===== src/modulo_timer_pkg.sv =====
// constants shared by the modulo timer design
// Behaviour
// - 8-bit up-counter runs free over full range or wraps at modulo value.
// - Prescaler input: bus clock, fixed clock, pin rising edge or pin falling edge.
// - Clock source codes 10 and 11 select the external timer clock pin.
// - Prescaler divides the selected source by 1, 2, 4 ... up to 256.
// - In wait mode a running counter keeps counting so overflow can wake.
// - Every stop mode halts the timer; it never wakes the system from stop.
// - Leaving deep stop modes, or light stop by reset, restores reset state.
// - Light stop left by interrupt keeps state; running counter resumes from count.
// - Active debug suspends counting; resumes from held count unless cleared.
// - External clock pin is synchronised to the bus clock before edge use.
// - Overflow flag bit 7 sets when counter wraps to zero from modulo value.
// - Flag clears by reading status while set, then writing zero to it.
// - Flag also clears on counter clear write or any modulo write.
// - Interrupt request while enable bit 6 and flag are set; reset clears enable.
// - Write-only clear bit 5 zeroes counter and flag; reads return zero.
// - Halt bit 4 freezes the count, clearing resumes; reset sets halt.
// - Low four status bits always read zero.
// - Counter increments to modulo, wraps to zero setting flag; modulo write resets count.
// - Modulo zero means free-running over 8 bits; reset loads modulo zero.
// - Source codes: 00 bus, 01 fixed, 10 pin falling, 11 pin rising; reset bus.
// - Prescale 0000 is /1, doubling per code to 1000 /256; others /256.
package modulo_timer_pkg;
   localparam logic [31:0] MODULO_TIMER_OFS_STATUS = 32'h0000_0000;
   localparam logic [31:0] MODULO_TIMER_OFS_CLKCFG = 32'h0000_0004;
   localparam logic [31:0] MODULO_TIMER_OFS_COUNT  = 32'h0000_0008;
   localparam logic [31:0] MODULO_TIMER_OFS_MODULO = 32'h0000_000C;
   localparam logic [31:0] MODULO_TIMER_OFS_POWER  = 32'h0000_0010;
   localparam int MODULO_TIMER_BIT_OVF  = 7;
   localparam int MODULO_TIMER_BIT_IEN  = 6;
   localparam int MODULO_TIMER_BIT_CLR  = 5;
   localparam int MODULO_TIMER_BIT_HALT = 4;
   localparam int MODULO_TIMER_CS_LSB   = 4;
   localparam int MODULO_TIMER_PS_LSB   = 0;
   localparam logic [1:0] MODULO_TIMER_CS_BUS   = 2'h0;
   localparam logic [1:0] MODULO_TIMER_CS_FIXED = 2'h1;
   localparam logic [1:0] MODULO_TIMER_CS_PINF  = 2'h2;
   localparam logic [1:0] MODULO_TIMER_CS_PINR  = 2'h3;
   localparam logic [3:0] MODULO_TIMER_PS_MAX   = 4'h8;
   localparam logic [7:0] MODULO_TIMER_RST_COUNT  = 8'h00;
   localparam logic [7:0] MODULO_TIMER_RST_MODULO = 8'h00;
   localparam logic [1:0] MODULO_TIMER_HTRANS_NONSEQ = 2'h2;
   localparam logic [2:0] MODULO_TIMER_HSIZE_WORD    = 3'h2;
   // power mode codes on the power mode input
   localparam logic [1:0] MODULO_TIMER_PM_RUN   = 2'h0;
   localparam logic [1:0] MODULO_TIMER_PM_WAIT  = 2'h1;
   localparam logic [1:0] MODULO_TIMER_PM_LSTOP = 2'h3;
   localparam logic [1:0] MODULO_TIMER_PM_DSTOP = 2'h2;
endpackage : modulo_timer_pkg


===== src/modulo_timer_timer.sv =====
// modulo timer core with ahb-lite register slave
`timescale 1ns/1ps
`default_nettype none
module modulo_timer_timer
   import modulo_timer_pkg::*;
(
   input  wire logic        clk_sys_i,
   input  wire logic        reset_i,
   input  wire logic        hsel_i,
   input  wire logic [31:0] haddr_i,
   input  wire logic [1:0]  htrans_i,
   input  wire logic        hwrite_i,
   input  wire logic [2:0]  hsize_i,
   input  wire logic [31:0] hwdata_i,
   input  wire logic        hready_i,
   output logic      [31:0] hrdata_o,
   output logic             hreadyout_o,
   output logic             hresp_o,
   input  wire logic        fixed_frequency_clock_i,
   input  wire logic        external_timer_clock_pin_i,
   input  wire logic [1:0]  power_mode_i,
   input  wire logic        deep_stop_wake_i,
   input  wire logic        debug_active_i,
   output logic             timer_irq_o
);
   typedef struct packed {
      logic [7:0] count;
      logic [7:0] modulo;
      logic [7:0] presc;
      logic [1:0] cs;
      logic [3:0] ps;
      logic       ovf;
      logic       ien;
      logic       halt;
      logic       armed;
      logic       pin_s1;
      logic       pin_s2;
      logic       pin_s3;
      logic       fix_s1;
      logic       fix_s2;
      logic       fix_s3;
      logic       wr_pend;
      logic [7:0] wr_addr;
      logic [31:0] rdata;
   } modulo_timer_state_t;

   localparam modulo_timer_state_t MODULO_TIMER_RESET = '{
      count: MODULO_TIMER_RST_COUNT, modulo: MODULO_TIMER_RST_MODULO, presc: 8'h00,
      cs: MODULO_TIMER_CS_BUS, ps: 4'h0, ovf: 1'b0, ien: 1'b0, halt: 1'b1,
      armed: 1'b0, pin_s1: 1'b0, pin_s2: 1'b0, pin_s3: 1'b0,
      fix_s1: 1'b0, fix_s2: 1'b0, fix_s3: 1'b0, wr_pend: 1'b0,
      wr_addr: 8'h00, rdata: 32'h0000_0000};

   modulo_timer_state_t s_q;
   modulo_timer_state_t s_d;

   // prescaler tap: one-cycle tick when the low ps bits of the divider all ones
   function automatic logic modulo_timer_tap(input logic [7:0] cnt, input logic [3:0] ps);
      logic [3:0] n;
      logic [7:0] mask;
      n    = (ps > MODULO_TIMER_PS_MAX) ? MODULO_TIMER_PS_MAX : ps;
      mask = 8'((9'h001 << n) - 9'h001);
      return (cnt & mask) == mask;
   endfunction : modulo_timer_tap

   // status register view; clear bit and low nibble read zero
   function automatic logic [7:0] modulo_timer_status(input modulo_timer_state_t s);
      logic [7:0] v;
      v = 8'h00;
      v[MODULO_TIMER_BIT_OVF]  = s.ovf;
      v[MODULO_TIMER_BIT_IEN]  = s.ien;
      v[MODULO_TIMER_BIT_HALT] = s.halt;
      return v;
   endfunction : modulo_timer_status

   logic       src_edge;
   logic       stopped;
   logic       tick;
   logic       take;
   logic       deep_wake;

   // source edge select; pin edges seen on synchronised copies only
   always_comb
   begin
      case (s_q.cs)
         MODULO_TIMER_CS_BUS:   src_edge = 1'b1;
         MODULO_TIMER_CS_FIXED: src_edge = s_q.fix_s2 & ~s_q.fix_s3;
         MODULO_TIMER_CS_PINF:  src_edge = ~s_q.pin_s2 & s_q.pin_s3;
         default:       src_edge = s_q.pin_s2 & ~s_q.pin_s3;
      endcase
   end

   // stop modes freeze prescaler and counter; wait mode keeps running
   assign stopped   = (power_mode_i == MODULO_TIMER_PM_LSTOP) || (power_mode_i == MODULO_TIMER_PM_DSTOP);
   assign tick      = src_edge & ~s_q.halt & ~stopped & ~debug_active_i & modulo_timer_tap(s_q.presc, s_q.ps);
   assign take      = hsel_i & hready_i & (htrans_i == MODULO_TIMER_HTRANS_NONSEQ);
   assign deep_wake = deep_stop_wake_i;

   // next-state logic for counter, flags, registers and bus
   always_comb
   begin
      logic [7:0] wd;
      logic       clr_cnt;
      logic       ovf_set;
      wd       = hwdata_i[7:0];
      clr_cnt  = 1'b0;
      ovf_set  = 1'b0;
      s_d      = s_q;
      s_d.pin_s1 = external_timer_clock_pin_i;
      s_d.pin_s2 = s_q.pin_s1;
      s_d.pin_s3 = s_q.pin_s2;
      s_d.fix_s1 = fixed_frequency_clock_i;
      s_d.fix_s2 = s_q.fix_s1;
      s_d.fix_s3 = s_q.fix_s2;
      // prescaler free-runs on source edges while counting is allowed
      if (src_edge && !s_q.halt && !stopped && !debug_active_i)
      begin
         s_d.presc = s_q.presc + 8'h01;
      end
      if (tick)
      begin
         if (s_q.modulo != MODULO_TIMER_RST_MODULO && s_q.count == s_q.modulo)
         begin
            s_d.count = MODULO_TIMER_RST_COUNT;
            s_d.ovf   = 1'b1;
            ovf_set   = 1'b1;
         end
         else
         begin
            s_d.count = s_q.count + 8'h01;
            if (s_q.count == 8'hFF)
            begin
               s_d.ovf = 1'b1;
               ovf_set = 1'b1;
            end
         end
      end
      // address phase capture; reads answer from the data phase register
      s_d.wr_pend = take & hwrite_i & (hsize_i == MODULO_TIMER_HSIZE_WORD);
      if (take)
      begin
         s_d.wr_addr = haddr_i[7:0];
         if (!hwrite_i)
         begin
            if (haddr_i == MODULO_TIMER_OFS_STATUS)
            begin
               s_d.rdata = {24'h0, modulo_timer_status(s_q)};
               s_d.armed = s_q.ovf;
            end
            else if (haddr_i == MODULO_TIMER_OFS_CLKCFG)
               s_d.rdata = {24'h0, 2'b00, s_q.cs, s_q.ps};
            else if (haddr_i == MODULO_TIMER_OFS_COUNT)
               s_d.rdata = {24'h0, s_q.count};
            else if (haddr_i == MODULO_TIMER_OFS_MODULO)
               s_d.rdata = {24'h0, s_q.modulo};
            else if (haddr_i == MODULO_TIMER_OFS_POWER)
               s_d.rdata = {30'h0, power_mode_i};
            else
               s_d.rdata = 32'h0000_0000;
         end
      end
      // data phase write; hardware set of the flag beats a write-zero clear, but a clear-bit or modulo write clears it
      if (s_q.wr_pend)
      begin
         if ({24'h0, s_q.wr_addr} == MODULO_TIMER_OFS_STATUS)
         begin
            s_d.ien  = wd[MODULO_TIMER_BIT_IEN];
            s_d.halt = wd[MODULO_TIMER_BIT_HALT];
            // only a real overflow in this cycle beats the clear, not a plain tick
            if (!wd[MODULO_TIMER_BIT_OVF] && s_q.armed && !ovf_set)
               s_d.ovf = 1'b0;
            if (!wd[MODULO_TIMER_BIT_OVF])
               s_d.armed = 1'b0;
            if (wd[MODULO_TIMER_BIT_CLR])
               clr_cnt = 1'b1;
         end
         else if ({24'h0, s_q.wr_addr} == MODULO_TIMER_OFS_CLKCFG)
         begin
            s_d.cs = wd[MODULO_TIMER_CS_LSB +: 2];
            s_d.ps = wd[MODULO_TIMER_PS_LSB +: 4];
         end
         else if ({24'h0, s_q.wr_addr} == MODULO_TIMER_OFS_MODULO)
         begin
            s_d.modulo = wd;
            clr_cnt    = 1'b1;
         end
      end
      if (clr_cnt)
      begin
         s_d.count = MODULO_TIMER_RST_COUNT;
         s_d.presc = 8'h00;
         s_d.ovf   = 1'b0;
         s_d.armed = 1'b0;
      end
      // deep stop wake reloads the reset state; light stop left by interrupt simply resumes
      if (deep_wake)
      begin
         s_d = MODULO_TIMER_RESET;
         s_d.rdata = s_q.rdata;    // read data belongs to the bus, it must not jump on a wake
      end
   end

   // single register for the whole state
   always_ff @(posedge clk_sys_i)
   begin
      if (reset_i)
         s_q <= MODULO_TIMER_RESET;
      else
         s_q <= s_d;
   end

   // zero wait state slave, always okay
   assign hreadyout_o = 1'b1;
   assign hresp_o     = 1'b0;
   assign hrdata_o    = s_q.rdata;
   assign timer_irq_o = s_q.ovf & s_q.ien;
endmodule : modulo_timer_timer
`default_nettype wire


===== config.mk =====
export PLATFORM = sky130hd
export DESIGN_NAME = modulo_timer_timer
export DESIGN_NICKNAME = d
export VERILOG_FILES = /design/src/modulo_timer_pkg.sv /design/src/modulo_timer_timer.sv
export SDC_FILE = /design/constraint.sdc
export NUM_CORES = 1
export LEC_CHECK = 0
export BUFFER_PORTS_ARGS = -buffer_cell sky130_fd_sc_hd__buf_2
export CAP_MARGIN = 20
export CORE_MARGIN = 5
export CORE_UTILIZATION = 45
export DETAILED_ROUTE_END_ITERATION = 10
export GPL_ROUTABILITY_DRIVEN = 0
export PLACE_DENSITY = 0.74
export SLEW_MARGIN = 15
export SYNTH_ARGS = -nofsm -noshare
export SYNTH_HDL_FRONTEND = slang
export SYNTH_SLANG_ARGS = --single-unit

===== constraint.sdc =====
create_clock -name clk_sys_i -period 4.3 [get_ports clk_sys_i]
set_clock_uncertainty 0.1 [all_clocks]
set_input_delay 0 -clock clk_sys_i [delete_from_list [all_inputs] [get_ports clk_sys_i]]
set_output_delay 0 -clock clk_sys_i [all_outputs]
set_load 0.03 [all_outputs]

# Word-level counts from Yosys, hierarchy flattened
# Index checks and enable logic that the tools add are counted.
[word_totals]
reg_bits = 81
inputBits = 80
out_inout_bits = 35
word_cells = 109
[op_classes]
add_sub_neg = 3
n_lt_le_gt_ge = 1
n_eq_ne = 15
shift = 1
n_mux = 26
n_bitwise = 23
n_reduce_logical = 22
[op_table]
columns = ["cell", "count"]
rows = [
  ["equality test 32 x 4 -> 1 bit (second input constant)", 2],
  ["2-to-1 mux 8 bit", 5],
  ["equality test 32 x 3 -> 1 bit (second input constant)", 1],
  ["equality test 32 x 5 -> 1 bit (second input constant)", 1],
  ["zero test 32 bit", 1],
  ["adder 8 x 1 -> 8 bit (second input constant)", 2],
  ["equality test 8 bit", 2],
  ["2-to-1 mux 1 bit", 16],
  ["AND 1 bit", 12],
  ["2-to-1 mux 4 bit", 3],
  ["NOT 1 bit", 10],
  ["AND 8 bit", 1],
  ["equality test 2 bit (second input constant)", 4],
  ["equality test 8 x 3 -> 1 bit (second input constant)", 1],
  ["equality test 8 x 4 -> 1 bit (second input constant)", 1],
  ["equality test 8 bit (second input constant)", 1],
  ["zero test 8 bit", 1],
  ["nonzero test 8 bit", 1],
  ["<< shifter 1 x 4 -> 8 bit (first input constant)", 1],
  ["subtractor 8 x 1 -> 8 bit (second input constant)", 1],
  ["logical AND 1 bit", 6],
  ["AND reduction 3 bit", 2],
  ["zero test 1 bit", 5],
  ["greater-than comparator 4 bit (second input constant)", 1],
  ["other kinds (10)", 10],
]

# Longest topological paths before layout
[logic_depth]
ltp_word = 13
mapped_depth = 10

# Worst setup path before layout
# No wires, ideal clock.
[synth_timing]
kind = "reg-to-reg"
from = "register s_q[51] (netlist name)"
to = "register s_q[76] (netlist name)"
setup_time_ns = 0.070
arrival_time_ns = 2.366
slack_ns = 1.764
stages_incl_launch_ff = 9
path_buffers = 0
path_cell_list = "dfxtp_1 nor4_1 inv_1 ha_1 nor2_1 a311o_1 a2111o_1 or4_1 a21oi_1"
[synth_between]
elab_chain_cells = 7
[synth_rtl]
columns = ["element", "line_no", "source"]
rows = [
  ["from (decl)", "modulo_timer_timer.sv:54", "modulo_timer_state_t s_q;"],
  ["from (signal assigned)", "modulo_timer_timer.sv:207", "s_q <= MODULO_TIMER_RESET;"],
  ["from (signal assigned)", "modulo_timer_timer.sv:209", "s_q <= s_d;"],
  ["greater-than comparator 4 bit", "modulo_timer_timer.sv:61", "n = (ps > MODULO_TIMER_PS_MAX) ? MODULO_TIMER_PS_MAX : ps;"],
  ["2-to-1 mux 4 bit (*)", "modulo_timer_timer.sv:61", ""],
  ["<< shifter 1 x 4 -> 8 bit (*)", "modulo_timer_timer.sv:62", "mask = 8'((9'h001 << n) - 9'h001);"],
  ["subtractor 8 x 1 -> 8 bit (*)", "modulo_timer_timer.sv:62", ""],
  ["AND 8 bit", "modulo_timer_timer.sv:63", "return (cnt & mask) == mask;"],
  ["equality test 8 bit (*)", "modulo_timer_timer.sv:63", ""],
  ["AND 1 bit (*)", "modulo_timer_timer.sv:95", "assign tick = src_edge & ~s_q.halt & ~stopped & ~debug_active_i & modulo_timer_tap(s_q.presc, s_q.ps);"],
]
# Every way passes the cells marked *; elsewhere a longest branch is shown, timed or not.
# A chain may end at the register's enable or synchronous reset.

# Worst setup path in the final report
[layout_timing]
from = "register s_q[52] (netlist name)"
to = "register s_q[77] (netlist name)"
# Same word-level chain as after synthesis.

==> reports/qor.csv <==
metric,value,unit
Core Rows,30,
slew margin rel.,49.2,%
die area,8830,um2
CTS H-Tree Depth,3,
"Distinct cells, synth",56,
period utilization,69.8,%
critical-path cell list,"nor4_1, inv_1, ha_1, nor2_1, a311o_1, a2111o_1, o31ai_2, a21oi_1",
setup TNS,0,ps
number of flops mapped to enable cells by yosys,0,
Clock Sinks,57,
startpoint class of the critical path,register,
WL/cell,14.7,um
Core ar.,6830,um2
post-route cell area,3840,um2
Mapped Area,3170,um2
initial core utilization,46.5,%
Main synth FF type,dfxtp_1,
WP buf/inv,1,
Worst EP arrival,3100,ps
die height,94.0,um
TritonCTS buffer count,9,
vias in the first global route,2780,
"FF+latch count, synth",57,
drt first pass iters,4,
Syn Inst Count,372,
Cell Pwr Density,314,nW/um2
Peak VDD IR,0.000419,V
dpl cells,507,
initial antenna violation count,0,
max_cap viols,0,
DR iter-0 viols,217,
hold_ws,23.6,ps
CP peak stage delay,650,ps
Final Core Density,56.2,%
nets,530,
Fill cells,610,
crit path max fanout,18,
layout cell share with drive strength beyond 1,21.2,%
post-synth top area share,35.9,%
area of the multi-input gates,1760,um2
measured slew at the worst slew-check pin,757,ps
GRT Residual Overflow,0,
Layout area overhead,20.9,%
Bufs on Longest Clock Path,2,
"FFs w/ async S/R, synth",0,%
critical setup path kind,register to register,
Worst EP required,4400,ps
status,"complete, no violations",
FF+latch area,1140,um2
WL final,8080,um
crit path time final,3000,ps
Synth area leaders,"dfxtp_1 36%, buf_4 8.0%, mux2i_1 6.0%, nor2_1 4.4%, a21oi_1 4.1%",
CTS tree,built,
Yosys top cell by area,dfxtp_1,
first-pass GRT wire length,13000,um
upper clock frequency limit,0.333,GHz
drt drc,0,
clk slew on worst S/H paths,70,ps
Ys Warns,0,
Via Count,2890,
top-count cell post-synth,dfxtp_1,
top cell types by occurrence after synthesis,"57 x dfxtp_1, 37 x nor2_1, 34 x buf_4",
CP endpoint kind,register,
# setup viols final,0,
final std cells w/o fill,549,
DIE WIDTH,94.0,um
worst hold path class,primary input to register,
Post-DRT Antenna Nets,0,
Crit-path slowest cell,o31ai_2,
final number of max-transition violations,0,
total global-route track usage,18.7,%
RSZ-0062 raised after global routing,no,
IO Count,115,
clk root buf,clkbuf_8,
Hold Fails Final Rpt,0,
drt via density,5.26,
worst skew pair latency,350,ps
HPWL Detailed,5710,um
largest net degree at the start of global routing,26,
Post-Syn Area per Cell,8.53,um2
Top delay family on crit path,compound AO/OA/AOI/OAI gates,
placed inst area,3360,um2
Lkg Pwr,1.62,nW
IO Port Bufs,64,
sequential area share after synthesis,35.9,%
postcts setup bufs,0,
## registers in the layout, indices dropped and copies added (netlist names)
signal    flops
hrdata_o      8
s_q          49
## cell usage in the layout, fill, tap and decap left out, types with 3 or more instances in the layout
cell,instances
ha_1,3
dfxtp_1,57
conb_1,26
or3_1,7
nand3_1,15
or4_1,6
o31ai_1,8
nand3b_1,5
nor4_1,11
and3_1,3
a22oi_1,6
nor2_1,37
nand4b_1,3
mux2i_1,19
inv_1,5
mux2_2,3
xor2_1,12
dlygate4sd3_1,24
o21ai_0,12
buf_2,65
nor3_1,3
nand2_1,32
o211ai_1,4
clkbuf_8,9
a211oi_1,4
a21oi_1,26
and2_1,8
a22o_1,3
## final timing paths
| path | from | to | slack, ps | cells past startpoint |
|---|---|---|---|---|
| worst min-delay path | hwrite_i | hrdata_o[0] | 20 | 5 |
| worst max register to register | s_q[52] | s_q[77] | 1300 | 8 |
| worst min register to register | s_q[46] | s_q[45] | 340 | 1 |
| worst max-delay path | s_q[52] | s_q[77] | 1300 | 8 |
## timing repair
| item | 4_1_cts | 5_1_grt |
|---|---|---|
| resized for setup | 0 | 0 |
| hold endpoints to repair | 37 | 0 |
| hold buffers | 24 | 0 |
## power by group
group	switching (W)	total, W	internal [W]
logic	0.0000662	0.000107	0.0000404
registers	0.000000927	0.000530	0.000529
clock network	0.000236	0.000568	0.000332
total	0.000304	0.00120	0.000901
## layer usage
layer	GRT usage [%]	vias up	wire, um
met5	0	-	0
met2	30.7	118	3750
li1	-	1441	-
met4	7.70	0	166
met3	5.45	18	627
met1	22.8	1313	3540
## layout make-up
class | instances | area share (%)
repair buffers | 89 | 14.7
flip-flops and latches | 57 | 29.7
diodes | 1 | 0.0652
clock buffers | 9 | 3.23
multi-input cells | 285 | 45.9
clock inverters | 7 | 2.67
inverters | 5 | 0.489
well taps | 96 | 3.13
## through the flow
stage	worst slack [ps]	power, W
after CTS	1310	0.00121
after floorplan	1760	0.000615
final	1300	0.00120
after detailed placement	1330	0.000630
after global placement	1360	0.000629
after global routing	1000	0.00125
## tightest hold or removal path, cell delays in order
cell      delay, ps
buf_2           110
nor4_1           60
nor4bb_1        140
nand2_1          50
o21ai_0          60
## kinds of logic after synthesis
logic type                 synth area share (%)
muxes                                      7.76
AOI/OAI and AO/OA                          14.7
adders and majority gates                  1.18
buffers and inverters                      11.4
DFF                                        35.9
and+or+nand+nor                            25.4
other                                     0.237
xor gates and xnor gates                   3.31
Note: power is estimated with default switching activity, not from simulation.
